<file path="config.mk">
export PLATFORM = sky130hd
export DESIGN_NAME = sds_slice_sched
export DESIGN_NICKNAME = d
export VERILOG_FILES = /design/src/sds_pkg.sv /design/src/sds_slice_sched.sv
export SDC_FILE = /design/constraint.sdc
export NUM_CORES = 2
export LEC_CHECK = 0
export ABC_AREA = 1
export BUFFER_PORTS_ARGS = -buffer_cell sky130_fd_sc_hd__buf_2
export CAP_MARGIN = 30
export CORE_MARGIN = 2
export CORE_UTILIZATION = 45
export CTS_BUF_LIST = sky130_fd_sc_hd__clkbuf_2 sky130_fd_sc_hd__clkbuf_4 sky130_fd_sc_hd__clkbuf_8
export CTS_CLUSTER_DIAMETER = 60
export DETAILED_ROUTE_END_ITERATION = 12
export MAX_ROUTING_LAYER = met4
export PLACE_DENSITY = 0.59
export SYNTH_ARGS = -nofsm -noshare
export SYNTH_HDL_FRONTEND = slang
export SYNTH_HIERARCHICAL = 1
export SYNTH_SLANG_ARGS = --single-unit
</file>
<file path="constraint.sdc">
create_clock -name aclk -period 13.8 [get_ports aclk]
set_input_delay 2.76 -clock aclk [delete_from_list [all_inputs] [get_ports aclk]]
set_output_delay 2.76 -clock aclk [all_outputs]
set_load 0.01 [all_outputs]
</file>
<file path="src/sds_pkg.sv">
// Package for the slice decode scheduler: register map, fields, reset values.
// Assumes a 32-bit AXI4-Lite slave and one pixel time per clock.
`default_nettype none
package sds_pkg;
  // ----------------------------------------------------------------
  // Register byte addresses
  // ----------------------------------------------------------------
  localparam int          AW      = 6;
  localparam logic [5:0]  A_CTRL  = 6'h00;
  localparam logic [5:0]  A_LAG   = 6'h04;
  localparam logic [5:0]  A_SW    = 6'h08;
  localparam logic [5:0]  A_HBL   = 6'h0C;
  localparam logic [5:0]  A_BPP   = 6'h10;
  localparam logic [5:0]  A_RBS   = 6'h14;
  localparam logic [5:0]  A_XDLY  = 6'h18;
  localparam logic [5:0]  A_STAT  = 6'h1C;
  localparam logic [5:0]  A_XBUF  = 6'h20;
  localparam logic [5:0]  A_PEAK  = 6'h24;
  // ----------------------------------------------------------------
  // Fields and masks
  // ----------------------------------------------------------------
  localparam int          CTRL_EN  = 0;
  localparam int          CTRL_BLK = 1;
  localparam int          CTRL_NSL = 2;
  localparam int          STAT_OVF = 0;
  localparam int          STAT_UDF = 1;
  localparam int          STAT_BSY = 8;
  localparam logic [31:0] M_CTRL   = 32'h0000_000F;
  localparam logic [31:0] M_16     = 32'h0000_FFFF;
  localparam logic [31:0] M_8      = 32'h0000_00FF;
  localparam logic [31:0] M_24     = 32'h00FF_FFFF;
  // ----------------------------------------------------------------
  // Reset values, bus response codes and slice phases
  // ----------------------------------------------------------------
  localparam logic [31:0] RST_CTRL = 32'h0000_0000;
  localparam logic [31:0] RST_LAG  = 32'h0000_0100;
  localparam logic [31:0] RST_SW   = 32'h0000_0200;
  localparam logic [31:0] RST_HBL  = 32'h0000_0040;
  localparam logic [31:0] RST_BPP  = 32'h0000_0008;
  localparam logic [31:0] RST_RBS  = 32'h0000_1800;
  localparam logic [31:0] RST_XDLY = 32'h0000_0000;
  localparam logic [1:0]  RESP_OK  = 2'h0;
  localparam logic [1:0]  RESP_ERR = 2'h2;
  typedef enum logic [1:0] {SL_IDLE, SL_WAIT, SL_DEC} sds_phase_t;
endpackage : sds_pkg
`default_nettype wire

</file>
<file path="src/sds_slice_sched.sv">
// Slice decode scheduler with compressed-data FIFO and AXI4-Lite registers.
// Assumes same-clock stream source and decoder core; one pixel time per aclk.
// Contract
// - Blanking and slice count never change the algorithm; only timing/buffers adapt.
// - No blanking, one slice: start decode one startup lag after first bit.
// - Blanking, one slice: start no earlier than lag plus blanking after first bit.
// - Extra storage of blanking time times bits per pixel is provided.
// - Extra start delay is allowed and enlarges the buffer to match.
// - Each slice is scheduled from its own data arrival.
// - Idealized: part one starts a lag after arrival, part two next segment.
// - Slices decode in parallel at pixel rate divided by slice count.
// - Two slices: part two starts at second segment, part one just before.
// - No pixel is decoded earlier than the idealized schedule allows.
// - Two slices: extra buffer bound is slice width minus lag, times bpp.
// - Tighter bound: segment size times bpp beyond rate buffer size.
// - Four slices: slice line decode spans four segment times.
// - Four slices, lag over a segment: part two starts at third segment.
// - Four slices, no blanking: extra buffer is added delay times bpp.
// - Four slices, blanking: extra buffer is segment minus leftover lag, times bpp.
//
// Decided for this implementation: the AXI4-Lite register port and the placing of the registers.
`timescale 1ns/1ps
`default_nettype none

// ----------------------------------------------------------------
// Shift-register FIFO, head always in word 0
// ----------------------------------------------------------------
module sds_fifo #(
  parameter int W = 34,
  parameter int D = 4
) (
  input  wire logic         aclk,
  input  wire logic         aresetn,
  input  wire logic         in_valid,
  output logic              in_ready,
  input  wire logic [W-1:0] in_data,
  output logic              out_valid,
  input  wire logic         out_ready,
  output logic [W-1:0]      out_data
);
  localparam int CNTW = $clog2(D + 1);
  typedef struct packed {
    logic [D-1:0][W-1:0] mem;
    logic [CNTW-1:0]     cnt;
    logic                rdy;
    logic                vld;
  } sds_fifo_st_t;
  sds_fifo_st_t q, n;
  logic            push;
  logic            pop;
  logic [CNTW-1:0] c;

  always_comb begin
    n    = q;
    push = in_valid && q.rdy;
    pop  = q.vld && out_ready;
    c    = q.cnt;
    if (pop) begin
      for (int i = 0; i < D - 1; i++) begin
        n.mem[i] = q.mem[i+1];
      end
      c = q.cnt - CNTW'(1);
    end
    if (push) begin
      n.mem[c] = in_data;
      c = c + CNTW'(1);
    end
    n.cnt = c;
    // Flags registered so the ports come straight from flops
    n.rdy = (c != CNTW'(D));
    n.vld = (c != CNTW'(0));
  end

  always_ff @(posedge aclk) begin
    if (!aresetn) begin
      q <= '0;
    end else begin
      q <= n;
    end
  end

  assign in_ready  = q.rdy;
  assign out_valid = q.vld;
  assign out_data  = q.mem[0];
endmodule : sds_fifo

// ----------------------------------------------------------------
// Top: scheduler, fullness tracking, register slave
// ----------------------------------------------------------------
module sds_slice_sched #(
  parameter int NS = 4,
  parameter int DW = 32,
  parameter int FD = 4,
  parameter int CW = 20,
  parameter int FW = 24
) (
  input  wire logic                   aclk,
  input  wire logic                   aresetn,
  input  wire logic [sds_pkg::AW-1:0] s_axi_awaddr,
  input  wire logic                   s_axi_awvalid,
  output logic                        s_axi_awready,
  input  wire logic [31:0]            s_axi_wdata,
  input  wire logic [3:0]             s_axi_wstrb,
  input  wire logic                   s_axi_wvalid,
  output logic                        s_axi_wready,
  output logic [1:0]                  s_axi_bresp,
  output logic                        s_axi_bvalid,
  input  wire logic                   s_axi_bready,
  input  wire logic [sds_pkg::AW-1:0] s_axi_araddr,
  input  wire logic                   s_axi_arvalid,
  output logic                        s_axi_arready,
  output logic [31:0]                 s_axi_rdata,
  output logic [1:0]                  s_axi_rresp,
  output logic                        s_axi_rvalid,
  input  wire logic                   s_axi_rready,
  input  wire logic                   in_valid,
  output logic                        in_ready,
  input  wire logic [DW-1:0]          in_data,
  input  wire logic [1:0]             in_slice,
  input  wire logic                   in_first,
  output logic                        dec_valid,
  input  wire logic                   dec_ready,
  output logic [DW+1:0]               dec_data,
  output logic [NS-1:0]               dec_start,
  output logic [NS-1:0]               dec_pix
);
  typedef struct packed {
    logic                                awr;
    logic                                bv;
    logic [1:0]                          br;
    logic                                arr;
    logic                                rv;
    logic [1:0]                          rr;
    logic [31:0]                         rd;
    logic [31:0]                         ctrl;
    logic [31:0]                         lag;
    logic [31:0]                         sw;
    logic [31:0]                         hbl;
    logic [31:0]                         bpp;
    logic [31:0]                         rbs;
    logic [31:0]                         xdly;
    logic                                ovf;
    logic                                udf;
    logic [31:0]                         xbuf;
    logic [31:0]                         peak;
    logic [NS-1:0][1:0]                  ph;
    logic [NS-1:0][CW-1:0]               tmr;
    logic [NS-1:0][15:0]                 pix;
    logic [NS-1:0][1:0]                  pace;
    logic [NS-1:0][FW-1:0]               full;
    logic [NS-1:0]                       start;
    logic [NS-1:0]                       strb;
  } sds_st_t;

  sds_st_t     q, n;
  logic        fifo_rdy;
  logic        en;
  logic        blk;
  logic [1:0]  nsl;
  logic [1:0]  pmax;
  logic [15:0] lg;
  logic [15:0] cw;
  logic [15:0] rm;
  logic [CW-1:0] core;
  logic [CW-1:0] spt;
  logic [31:0] base;
  logic [31:0] lim;
  logic [31:0] pk;
  logic [FW-1:0] nf;
  logic        hit;
  logic        ovf_set;
  logic        udf_set;
  logic [NS-1:0] bsy;

  function automatic logic [31:0] merge(input logic [31:0] o, input logic [31:0] d,
                                        input logic [3:0] s);
    logic [31:0] r;
    r = o;
    for (int b = 0; b < 4; b++) begin
      if (s[b]) r[8*b +: 8] = d[8*b +: 8];
    end
    return r;
  endfunction : merge

  // ----------------------------------------------------------------
  // Compressed data path
  // ----------------------------------------------------------------
  // Words pass unchanged
  // Slice tag travels with the word so the core can route it
  sds_fifo #(.W(DW + 2), .D(FD)) u_fifo (
    .aclk      (aclk),
    .aresetn   (aresetn),
    .in_valid  (in_valid),
    .in_ready  (fifo_rdy),
    .in_data   ({in_slice, in_data}),
    .out_valid (dec_valid),
    .out_ready (dec_ready),
    .out_data  (dec_data)
  );

  always_comb begin
    n    = q;
    ovf_set = 1'b0;
    udf_set = 1'b0;
    en   = q.ctrl[sds_pkg::CTRL_EN];
    blk  = q.ctrl[sds_pkg::CTRL_BLK];
    nsl  = q.ctrl[sds_pkg::CTRL_NSL +: 2];
    pmax = (nsl == 2'h0) ? 2'h0 : (nsl == 2'h1) ? 2'h1 : 2'h3;
    lg   = q.lag[15:0];
    cw   = q.sw[15:0];
    rm   = (lg > cw) ? lg - cw : 16'h0;
    // Lag scaled by slice count
    // Part one ends where the next segment begins, so start = N * lag
    core = CW'(lg) << nsl;
    spt  = core + ((blk && nsl == 2'h0) ? CW'(q.hbl[15:0]) : CW'(0))
         + CW'(q.xdly[15:0]);
    base = 32'h0;
    case (nsl)
      2'h0: begin
        if (blk) base = (q.hbl & sds_pkg::M_16) * (q.bpp & sds_pkg::M_8);
      end
      2'h1: begin
        base = {16'h0, (cw > lg) ? cw - lg : 16'h0} * (q.bpp & sds_pkg::M_8);
      end
      default: begin
        if (blk) begin
          base = {16'h0, (cw > rm) ? cw - rm : 16'h0} * (q.bpp & sds_pkg::M_8);
        end else begin
          base = {{(32 - CW){1'b0}}, core - CW'(lg)} * (q.bpp & sds_pkg::M_8);
        end
      end
    endcase
    // Buffer grows with the added delay
    n.xbuf = base + (q.xdly & sds_pkg::M_16) * (q.bpp & sds_pkg::M_8);
    pk     = ({16'h0, cw} << ((nsl == 2'h2) ? 1 : 0)) * (q.bpp & sds_pkg::M_8);
    n.peak = (pk > (q.rbs & sds_pkg::M_24)) ? pk - (q.rbs & sds_pkg::M_24) : 32'h0;
    lim    = (q.rbs & sds_pkg::M_24) + q.xbuf;
    // ----------------------------------------------------------------
    // Per-slice schedule
    // ----------------------------------------------------------------
    for (int s = 0; s < NS; s++) begin
      hit        = in_valid && fifo_rdy && (in_slice == 2'(s));
      n.start[s] = 1'b0;
      n.strb[s]  = 1'b0;
      case (sds_pkg::sds_phase_t'(q.ph[s]))
        sds_pkg::SL_IDLE: begin
          if (en && hit && in_first) begin
            n.ph[s]  = sds_pkg::SL_WAIT;
            n.tmr[s] = CW'(0);
          end
        end
        sds_pkg::SL_WAIT: begin
          n.tmr[s] = q.tmr[s] + CW'(1);
          // Start once the start point is reached
          // Start sized so part two meets segment two
          // Same formula lands part two on segment three
          if (q.tmr[s] == spt) begin
            n.ph[s]    = sds_pkg::SL_DEC;
            n.start[s] = 1'b1;
            n.pix[s]   = 16'h0;
            n.pace[s]  = 2'h0;
          end
        end
        sds_pkg::SL_DEC: begin
          n.pace[s] = q.pace[s] + 2'h1;
          if (q.pace[s] == pmax) begin
            n.pace[s] = 2'h0;
            n.strb[s] = 1'b1;
            n.pix[s]  = q.pix[s] + 16'h1;
            if (q.pix[s] == cw - 16'h1) n.ph[s] = sds_pkg::SL_IDLE;
          end
        end
        default: n.ph[s] = sds_pkg::SL_IDLE;
      endcase
      if (!en) n.ph[s] = sds_pkg::SL_IDLE;
      // Fullness in on arrival, out on decode
      nf = q.full[s] + (hit ? FW'(DW) : FW'(0));
      if (n.strb[s]) begin
        if (nf < FW'(q.bpp[7:0])) begin
          n.udf   = 1'b1;
          udf_set = 1'b1;
          nf      = FW'(0);
        end else begin
          nf = nf - FW'(q.bpp[7:0]);
        end
      end
      if ({{(32 - FW){1'b0}}, nf} > lim) begin
        n.ovf   = 1'b1;
        ovf_set = 1'b1;
      end
      n.full[s] = nf;
      bsy[s]    = (q.ph[s] != 2'(sds_pkg::SL_IDLE));
    end
    // ----------------------------------------------------------------
    // AXI4-Lite write
    // ----------------------------------------------------------------
    if (q.bv && s_axi_bready) n.bv = 1'b0;
    if (q.awr) begin
      n.awr = 1'b0;
      n.bv  = 1'b1;
      n.br  = sds_pkg::RESP_OK;
      case (s_axi_awaddr)
        sds_pkg::A_CTRL: n.ctrl = merge(q.ctrl, s_axi_wdata, s_axi_wstrb) & sds_pkg::M_CTRL;
        sds_pkg::A_LAG:  n.lag  = merge(q.lag, s_axi_wdata, s_axi_wstrb) & sds_pkg::M_16;
        sds_pkg::A_SW:   n.sw   = merge(q.sw, s_axi_wdata, s_axi_wstrb) & sds_pkg::M_16;
        sds_pkg::A_HBL:  n.hbl  = merge(q.hbl, s_axi_wdata, s_axi_wstrb) & sds_pkg::M_16;
        sds_pkg::A_BPP:  n.bpp  = merge(q.bpp, s_axi_wdata, s_axi_wstrb) & sds_pkg::M_8;
        sds_pkg::A_RBS:  n.rbs  = merge(q.rbs, s_axi_wdata, s_axi_wstrb) & sds_pkg::M_24;
        sds_pkg::A_XDLY: n.xdly = merge(q.xdly, s_axi_wdata, s_axi_wstrb) & sds_pkg::M_16;
        sds_pkg::A_STAT: begin
          // Set wins over a clear in the same cycle, even when already set
          if (s_axi_wstrb[0] && s_axi_wdata[sds_pkg::STAT_OVF] && !ovf_set) n.ovf = 1'b0;
          if (s_axi_wstrb[0] && s_axi_wdata[sds_pkg::STAT_UDF] && !udf_set) n.udf = 1'b0;
        end
        sds_pkg::A_XBUF, sds_pkg::A_PEAK: ;
        default: n.br = sds_pkg::RESP_ERR;
      endcase
    end else if (!q.bv && s_axi_awvalid && s_axi_wvalid) begin
      n.awr = 1'b1;
    end
    // ----------------------------------------------------------------
    // AXI4-Lite read
    // ----------------------------------------------------------------
    if (q.rv && s_axi_rready) n.rv = 1'b0;
    if (q.arr) begin
      n.arr = 1'b0;
      n.rv  = 1'b1;
      n.rr  = sds_pkg::RESP_OK;
      case (s_axi_araddr)
        sds_pkg::A_CTRL: n.rd = q.ctrl;
        sds_pkg::A_LAG:  n.rd = q.lag;
        sds_pkg::A_SW:   n.rd = q.sw;
        sds_pkg::A_HBL:  n.rd = q.hbl;
        sds_pkg::A_BPP:  n.rd = q.bpp;
        sds_pkg::A_RBS:  n.rd = q.rbs;
        sds_pkg::A_XDLY: n.rd = q.xdly;
        sds_pkg::A_STAT: begin
          n.rd                                = 32'h0;
          n.rd[sds_pkg::STAT_OVF]             = q.ovf;
          n.rd[sds_pkg::STAT_UDF]             = q.udf;
          n.rd[sds_pkg::STAT_BSY +: NS]       = bsy;
        end
        sds_pkg::A_XBUF: n.rd = q.xbuf;
        sds_pkg::A_PEAK: n.rd = q.peak;
        default: begin
          n.rd = 32'h0;
          n.rr = sds_pkg::RESP_ERR;
        end
      endcase
    end else if (!q.rv && s_axi_arvalid) begin
      n.arr = 1'b1;
    end
  end

  always_ff @(posedge aclk) begin
    if (!aresetn) begin
      q      <= '0;
      q.ctrl <= sds_pkg::RST_CTRL;
      q.lag  <= sds_pkg::RST_LAG;
      q.sw   <= sds_pkg::RST_SW;
      q.hbl  <= sds_pkg::RST_HBL;
      q.bpp  <= sds_pkg::RST_BPP;
      q.rbs  <= sds_pkg::RST_RBS;
      q.xdly <= sds_pkg::RST_XDLY;
    end else begin
      q <= n;
    end
  end

  assign s_axi_awready = q.awr;
  assign s_axi_wready  = q.awr;
  assign s_axi_bvalid  = q.bv;
  assign s_axi_bresp   = q.br;
  assign s_axi_arready = q.arr;
  assign s_axi_rvalid  = q.rv;
  assign s_axi_rresp   = q.rr;
  assign s_axi_rdata   = q.rd;
  assign in_ready      = fifo_rdy;
  assign dec_start     = q.start;
  assign dec_pix       = q.strb;

  // ----------------------------------------------------------------
  // Assertions (slice 0 watched; slices share the logic)
  // ----------------------------------------------------------------
  logic [CW:0] since_q;
  logic [CW:0] dur_q;
  always_ff @(posedge aclk) begin
    if (!aresetn) begin
      since_q <= '0;
      dur_q   <= '0;
    end else begin
      since_q <= (q.ph[0] == 2'(sds_pkg::SL_IDLE)) ? '0 : since_q + 1'b1;
      dur_q   <= (q.ph[0] == 2'(sds_pkg::SL_DEC)) ? dur_q + 1'b1 : '0;
    end
  end
endmodule : sds_slice_sched
`default_nettype wire

</file>
## Word-level counts from Yosys, hierarchy flattened

Cells that the tools add are included.

- Register bits: 611
- Bits in read-only memories: 0
- RAM bits: 0
- Memories kept: 0
- Word-level logic and storage cells: 392
- Output and inout bits: 85
- Bits in latches: 0

- Bitwise logic cells: 1
- Muxes and demuxes: 130
- Add/subtract/negate cells: 32
- Equality and inequality tests: 60
- $lt $le $gt $ge: 14
- Shift operators: 2
- Reductions and logical operators: 91
- $mul: 6
- Divide/modulo/power cells: 0

Operators by type and width:

| cell | number |
|---|---|
| $pmux 32 s10 | 1 |
| $mux 24 | 9 |
| $mux 102 | 2 |
| $mux 16 | 12 |
| $pmux 20 s2 | 4 |
| $bwmux 136 | 1 |
| $gt 24x32->1 | 4 |
| $pmux 16 s2 | 4 |
| $add 24x6->24 | 4 |
| $lt 24x8->1 | 4 |
| $mul 16x8->24 | 4 |
| $sub 24x8->24 | 4 |
| $add 20x1->20 const B | 4 |
| $eq 20x20->1 | 4 |
| $mux 20 | 4 |
| $demux 34 s2 | 1 |
| $add 16x1->16 const B | 4 |
| $eq 16x16->1 | 4 |
| $pmux 32 s2 | 1 |
| $mux 2 | 30 |
| $reduce_and 3->1 | 17 |
| $eq 6x5->1 const B | 8 |
| $gt 16x16->1 | 3 |
| $sub 16x16->16 | 3 |
| 43 further kinds | 200 |

## Depth between registers and ports, before layout

- Depth in word-level cells: 18
- Depth in mapped cells: 70

## Hierarchy

The synthesis kept the hierarchy.

By module, submodules not included:

| module | seq. area each (µm²) | instances | cells each | area an instance (µm²) |
|---|---|---|---|---|
| sds_slice_sched | 9308.9 | 1 | 9088 | 62992.9 |
| sds_fifo | 2822.7 | 1 | 1176 | 7213.2 |

## Worst setup path before layout

No wires, ideal clock.

- Path kind: reg-to-reg
- Start: reg q, in the netlist lg[0]
- End: reg q[323] in the netlist's numbering
- Slack: 2879 ps
- Clock period less this slack: 10921 ps
- Setup time: 113 ps
- Data arrival time: 10809 ps
- Buffers on the path: 2
- Stages on the path, launching flop included: 67
- Cells stage by stage: dfxtp_1 > inv_1 > ha_1 > inv_1 > fa_1 > nand3_1 > nand2_1 > nand2_1 > nand2_1 > nand2_1 > nand2_1 > nand2_1 > inv_1 > clkbuf_1 > nand2_1 > fa_1 > inv_1 > o21ai_0 > (+31 left out) > nand2_1 > fa_1 > fa_1 > fa_1 > fa_1 > inv_1 > ha_1 > nand2_1 > nor3_1 > nand4_1 > nand3_1 > a21boi_0 > o21ai_0 > nand2_1 > a21oi_1 > nand2_1 > nand2_1 > nor2_1

- Longest elaborated chain between the ends: 8
- Elaborated cells between the ends (all ways): 17
- Classes of those cells: 5 x add/sub; 3 x mul; 3 x order compare; 1 x shift; 5 x mux

RTL lines:

| element | line | text |
|---|---|---|
| start: declaration | sds_slice_sched.sv:155 | `sds_st_t q, n;` |
| start signal: assignment | sds_slice_sched.sv:366 | `q <= n;` |
| $sub 16x16->16 / $gt 16x16->1 (equally long branches) | sds_slice_sched.sv:211 | `rm = (lg > cw) ? lg - cw : 16'h0;` |
| $mux 16 | sds_slice_sched.sv:211 |  |
| $sub 16x16->16 / $gt 16x16->1 (equally long branches) | sds_slice_sched.sv:227 | `base = {16'h0, (cw > rm) ? cw - rm : 16'h0} * (q.bpp & sds_pkg::M_8);` |
| $mux 16 | sds_slice_sched.sv:227 |  |
| $mul 16x8->24 | sds_slice_sched.sv:227 |  |
| $mux 28 | sds_slice_sched.sv:226 | `if (blk) begin` |
| $pmux 32 s2 * | sds_slice_sched.sv:218 | `case (nsl)` |
| $add 32x24->32 * | sds_slice_sched.sv:234 | `n.xbuf = base + (q.xdly & sds_pkg::M_16) * (q.bpp & sds_pkg::M_8);` |

Every way passes the cells marked *; elsewhere a longest branch is shown, timed or not.
A chain may end at the register's enable or synchronous reset.

## Worst setup path in the final report

- Start: reg q, in the netlist lg[2]
- End: reg q[323] in the netlist's numbering

Same word-level chain as after synthesis.

==> flow_summary_export.csv <==
group,metric,value,unit
outcome,status,"complete, no violations",
timing,setup_viol,0,
route,wl_per_cell,20.0,um
die,num_io_pins,177,
worst_setup_path,path_max_fanout,8,
power,powerDensity,62.2,nW/um^2
grt,use_met1,41.2,%
synthesis,synth_seq_cells,606,
worst_setup_path,endpoint_kind,"flip-flop",
grt,grt_usage,31.7,%
cts,clk_path_buf_depth,3,
worst_setup_path,crit_required,14530,ps
job,maxCapViolCount,0,
synthesis,syn_area_per_cell,6.84,um^2
layout,drive_above_1_share,6.98,%
worst_setup_path,worstPathArrival,13480,ps
grt,grt_antenna_before_repair,28,
synthesis,ys_seq_area_share,17.3,%
worst_setup_path,cp-start-kind,"flip-flop",
timing,finalCritPeriodShare,92.4,%
timing,clock.fmax,78.4,MHz
synthesis,syn_area,70200,um^2
synthesis,synth_flop_cell,"dfxtp_1",
timing,fin_tns_setup,0,ps
worst_setup_path,reg2reg_from,"lg[2]$_SDFFE_PN0P_",
route,post-route-drc-count,0,
timing,worst_pin_slew,1100,ps
route,drt-initial-drc-count,6197,
synthesis,muxShareOfSynthArea,0.0143,%
synthesis,ys_types,82,
hold_path,hold_path_class,"reg -> reg",
hold_path,holdPathEnd,"s_axi_rdata[30]$_SDFFE_PN0P_",
timing,maxSlewHeadroom,26.4,%
synthesis,synth_edf_count,0,
power,leakagePower,36.3,nW
cts,cts_buffers,110,
synthesis,synth_area_leaders,"dfxtp_1, fa_1, nand2_1",
grt,gr-total-overflow,0,
worst_setup_path,worst_r2r_path_depth,59,
synthesis,synthArstFlopShare,0,%
placement,port-buffer-count,165,
worst_setup_path,max_stage_delay,610,ps
grt,grt_pass1_wl,380000,um
die,dieHeight,399,um
route,vias,67581,
layout,fin_util,48.5,%
placement,dpl.hpwl,196000,um
cts,clock-sinks,606,
cts,cts.clk_slew.worst_paths,70,ps
worst_setup_path,cpMostUsedCell,"nand2_1",
die,die_width,399,um
timing,fin_crit,12760,ps
die,die_area,159000,um^2
timing,fin_skew,112,ps
worst_setup_path,cpMaxStageDelayCell,"o21ai_0",
synthesis,synthXorXnorAreaFrac,4.83,%
synthesis,yosysMostFrequentCell,"nand2_1",
synthesis,synth_compound_area_share,12.3,%
worst_setup_path,timing.rr.end,"q[323]$_SDFF_PN0_",
synthesis,yosysTopAreaCell,"dfxtp_1",
cts,htreeDepth,3,
route,ant_nets,0,
synthesis,netlist_top_cells_count,"nand2_1, inv_1, nor2_1",
placement,gpl.final_weighted_congestion,1.03,
route,vias_per_cell,5.47,
synthesis,synth_fa_ha_area_share,26.5,%
route,firstDrtPassIters,7,
power,peakVddDrop,0.0990,mV
layout,seqCellArea,12200,um^2
grt,busiest_layer,"met2",
synthesis,yosysTopAreaCellShare,17.3,%
timing,grt_setup_unrepaired,"false",
layout,fin_nets,11436,
die,fp-row-count,144,
grt,grt_util_met2,49.3,%
layout,fillCellCount,15892,
cts,post_cts_buffers,0,
layout,syn2layout_area_growth,6.74,%
worst_setup_path,crit_type,"reg -> reg",
die,initial_core_util,45.4,%
grt,grt_max_degree,113,
cts,clock_latency,880,ps
grt,grt_pass1_vias,65206,
synthesis,synthCells,10264,
layout,multi_input_area,49700,um^2
timing,hold_viol,0,
synthesis,synth_top_family_by_area,"simple AND/OR/NAND/NOR gates",
timing,maxSlewViolCount,0,
hold_path,hp-start,"q[294]$_SDFF_PN0_",
route,wl,247000,um
hold_path,hold_depth,2,
synthesis,yosysWarningCount,6,
cts,cts_tree,"built",
worst_setup_path,r2r_slack,1040,ps
synthesis,synth-simple-area-share,27.2,%
cts,cts-root-buf,"clkbuf_8",
grt,grtUsageMet3,4.75,%
die,fp.coreArea,155000,um^2
worst max-delay path, delay by kind of cell (launching register included):
kind / cells / cell delay, ps
fa+ha+maj: 12 / 5700
simple gates: 27 / 3300
compound gates: 8 / 1840
buf+inv: 10 / 860
xor+xnor: 2 / 480
flops: 1 / 440
how the worst max path moves through the flow:
stage | start | end | slack (ps) | cells after the start
final | lg[2]$_SDFFE_PN0P_ | q[323]$_SDFF_PN0_ | 1040 | 59
after global routing | lg[10]$_SDFFE_PN0P_ | q[323]$_SDFF_PN0_ | 30 | 58
after floorplan | lg[0]$_SDFFE_PN0P_ | q[323]$_SDFF_PN0_ | 2880 | 66
after detailed placement | lg[11]$_SDFFE_PN0P_ | q[323]$_SDFF_PN0_ | 1000 | 62
after CTS | lg[2]$_SDFFE_PN0P_ | q[323]$_SDFF_PN0_ | 1000 | 59
after global placement | lg[11]$_SDFFE_PN0P_ | q[323]$_SDFF_PN0_ | 930 | 62
flip-flops by register name, indices dropped and copies added, names as in the netlist, 2 cells and up:
register,cells
cw,16
nsl,2
lg,16
q,383
u_fifo/q,105
u_fifo/out_data,34
dec_start,4
dec_pix,4
s_axi_rdata,32
power breakdown:
part | leakage [nW] | internal, W | switching (W) | total [W]
clock network | 1.33 | 0.00110 | 0.000890 | 0.00199
registers | 4.90 | 0.00186 | 0.0000493 | 0.00191
logic | 30.0 | 0.000231 | 0.000528 | 0.000759
routing by layer:
metal	routed length, um	vias to the layer above	share of wire [%]
met5	0	-	0
met4	10900	0	4.4
met3	19600	486	7.9
met2	110000	2417	45
met1	106000	32300	43
li1	-	32378	-
stage by stage:
stage	cell area, um^2	worst slack (ps)	total power [W]	cells	hold slack (ps)
global route	74900	31.8	0.00489	12350	456
global placement	72200	933	0.00267	12127	416
finish	74900	1040	0.00466	12362	434
floorplan	70200	2880	0.00254	10267	425
detailed placement	72300	1000	0.00270	12140	429
CTS	74900	996	0.00469	12340	429
layout make-up:
cell class | count | area share [%]
Sequential cell | 606 | 16.2
Clock buffer | 160 | 2.76
Clock inverter | 40 | 0.656
Multi-Input combinational cell | 7557 | 66.3
Antenna cell | 21 | 0.0701
Tap cell | 2044 | 3.41
Timing Repair Buffer | 277 | 2.26
Inverter | 1657 | 8.31
cells by family after synthesis:
group	after synthesis
AND/OR/NAND/NOR	4519
buffers and inverters	2104
AO/OA/AOI/OAI	1529
adder cells (fa/ha/maj)	1135
flip-flops	606
XOR/XNOR	369
other	1
multiplexers	1
layout by cell type, fill, tap and decap left out, drive strengths merged, types with 32 or more instances in the layout:
cell type     n
nand2      2333
inv        1653
nor2       1181
a21oi       722
nand3       607
dfxtp       606
fa          583
ha          552
o21ai       487
buf         276
xor2        262
nor3        163
clkbuf      161
nand4       120
xnor2        99
or2          53
o211ai       36
nor4         33
clkinv       33
a221oi       32
a31oi        32
what timing repair did:
action / in CTS / in global routing
endpoints found under the setup margin: 0 / 2
hold buffers: 0 / 0
gates resized for setup: 0 / 3
(Power assumes the default switching activity.)
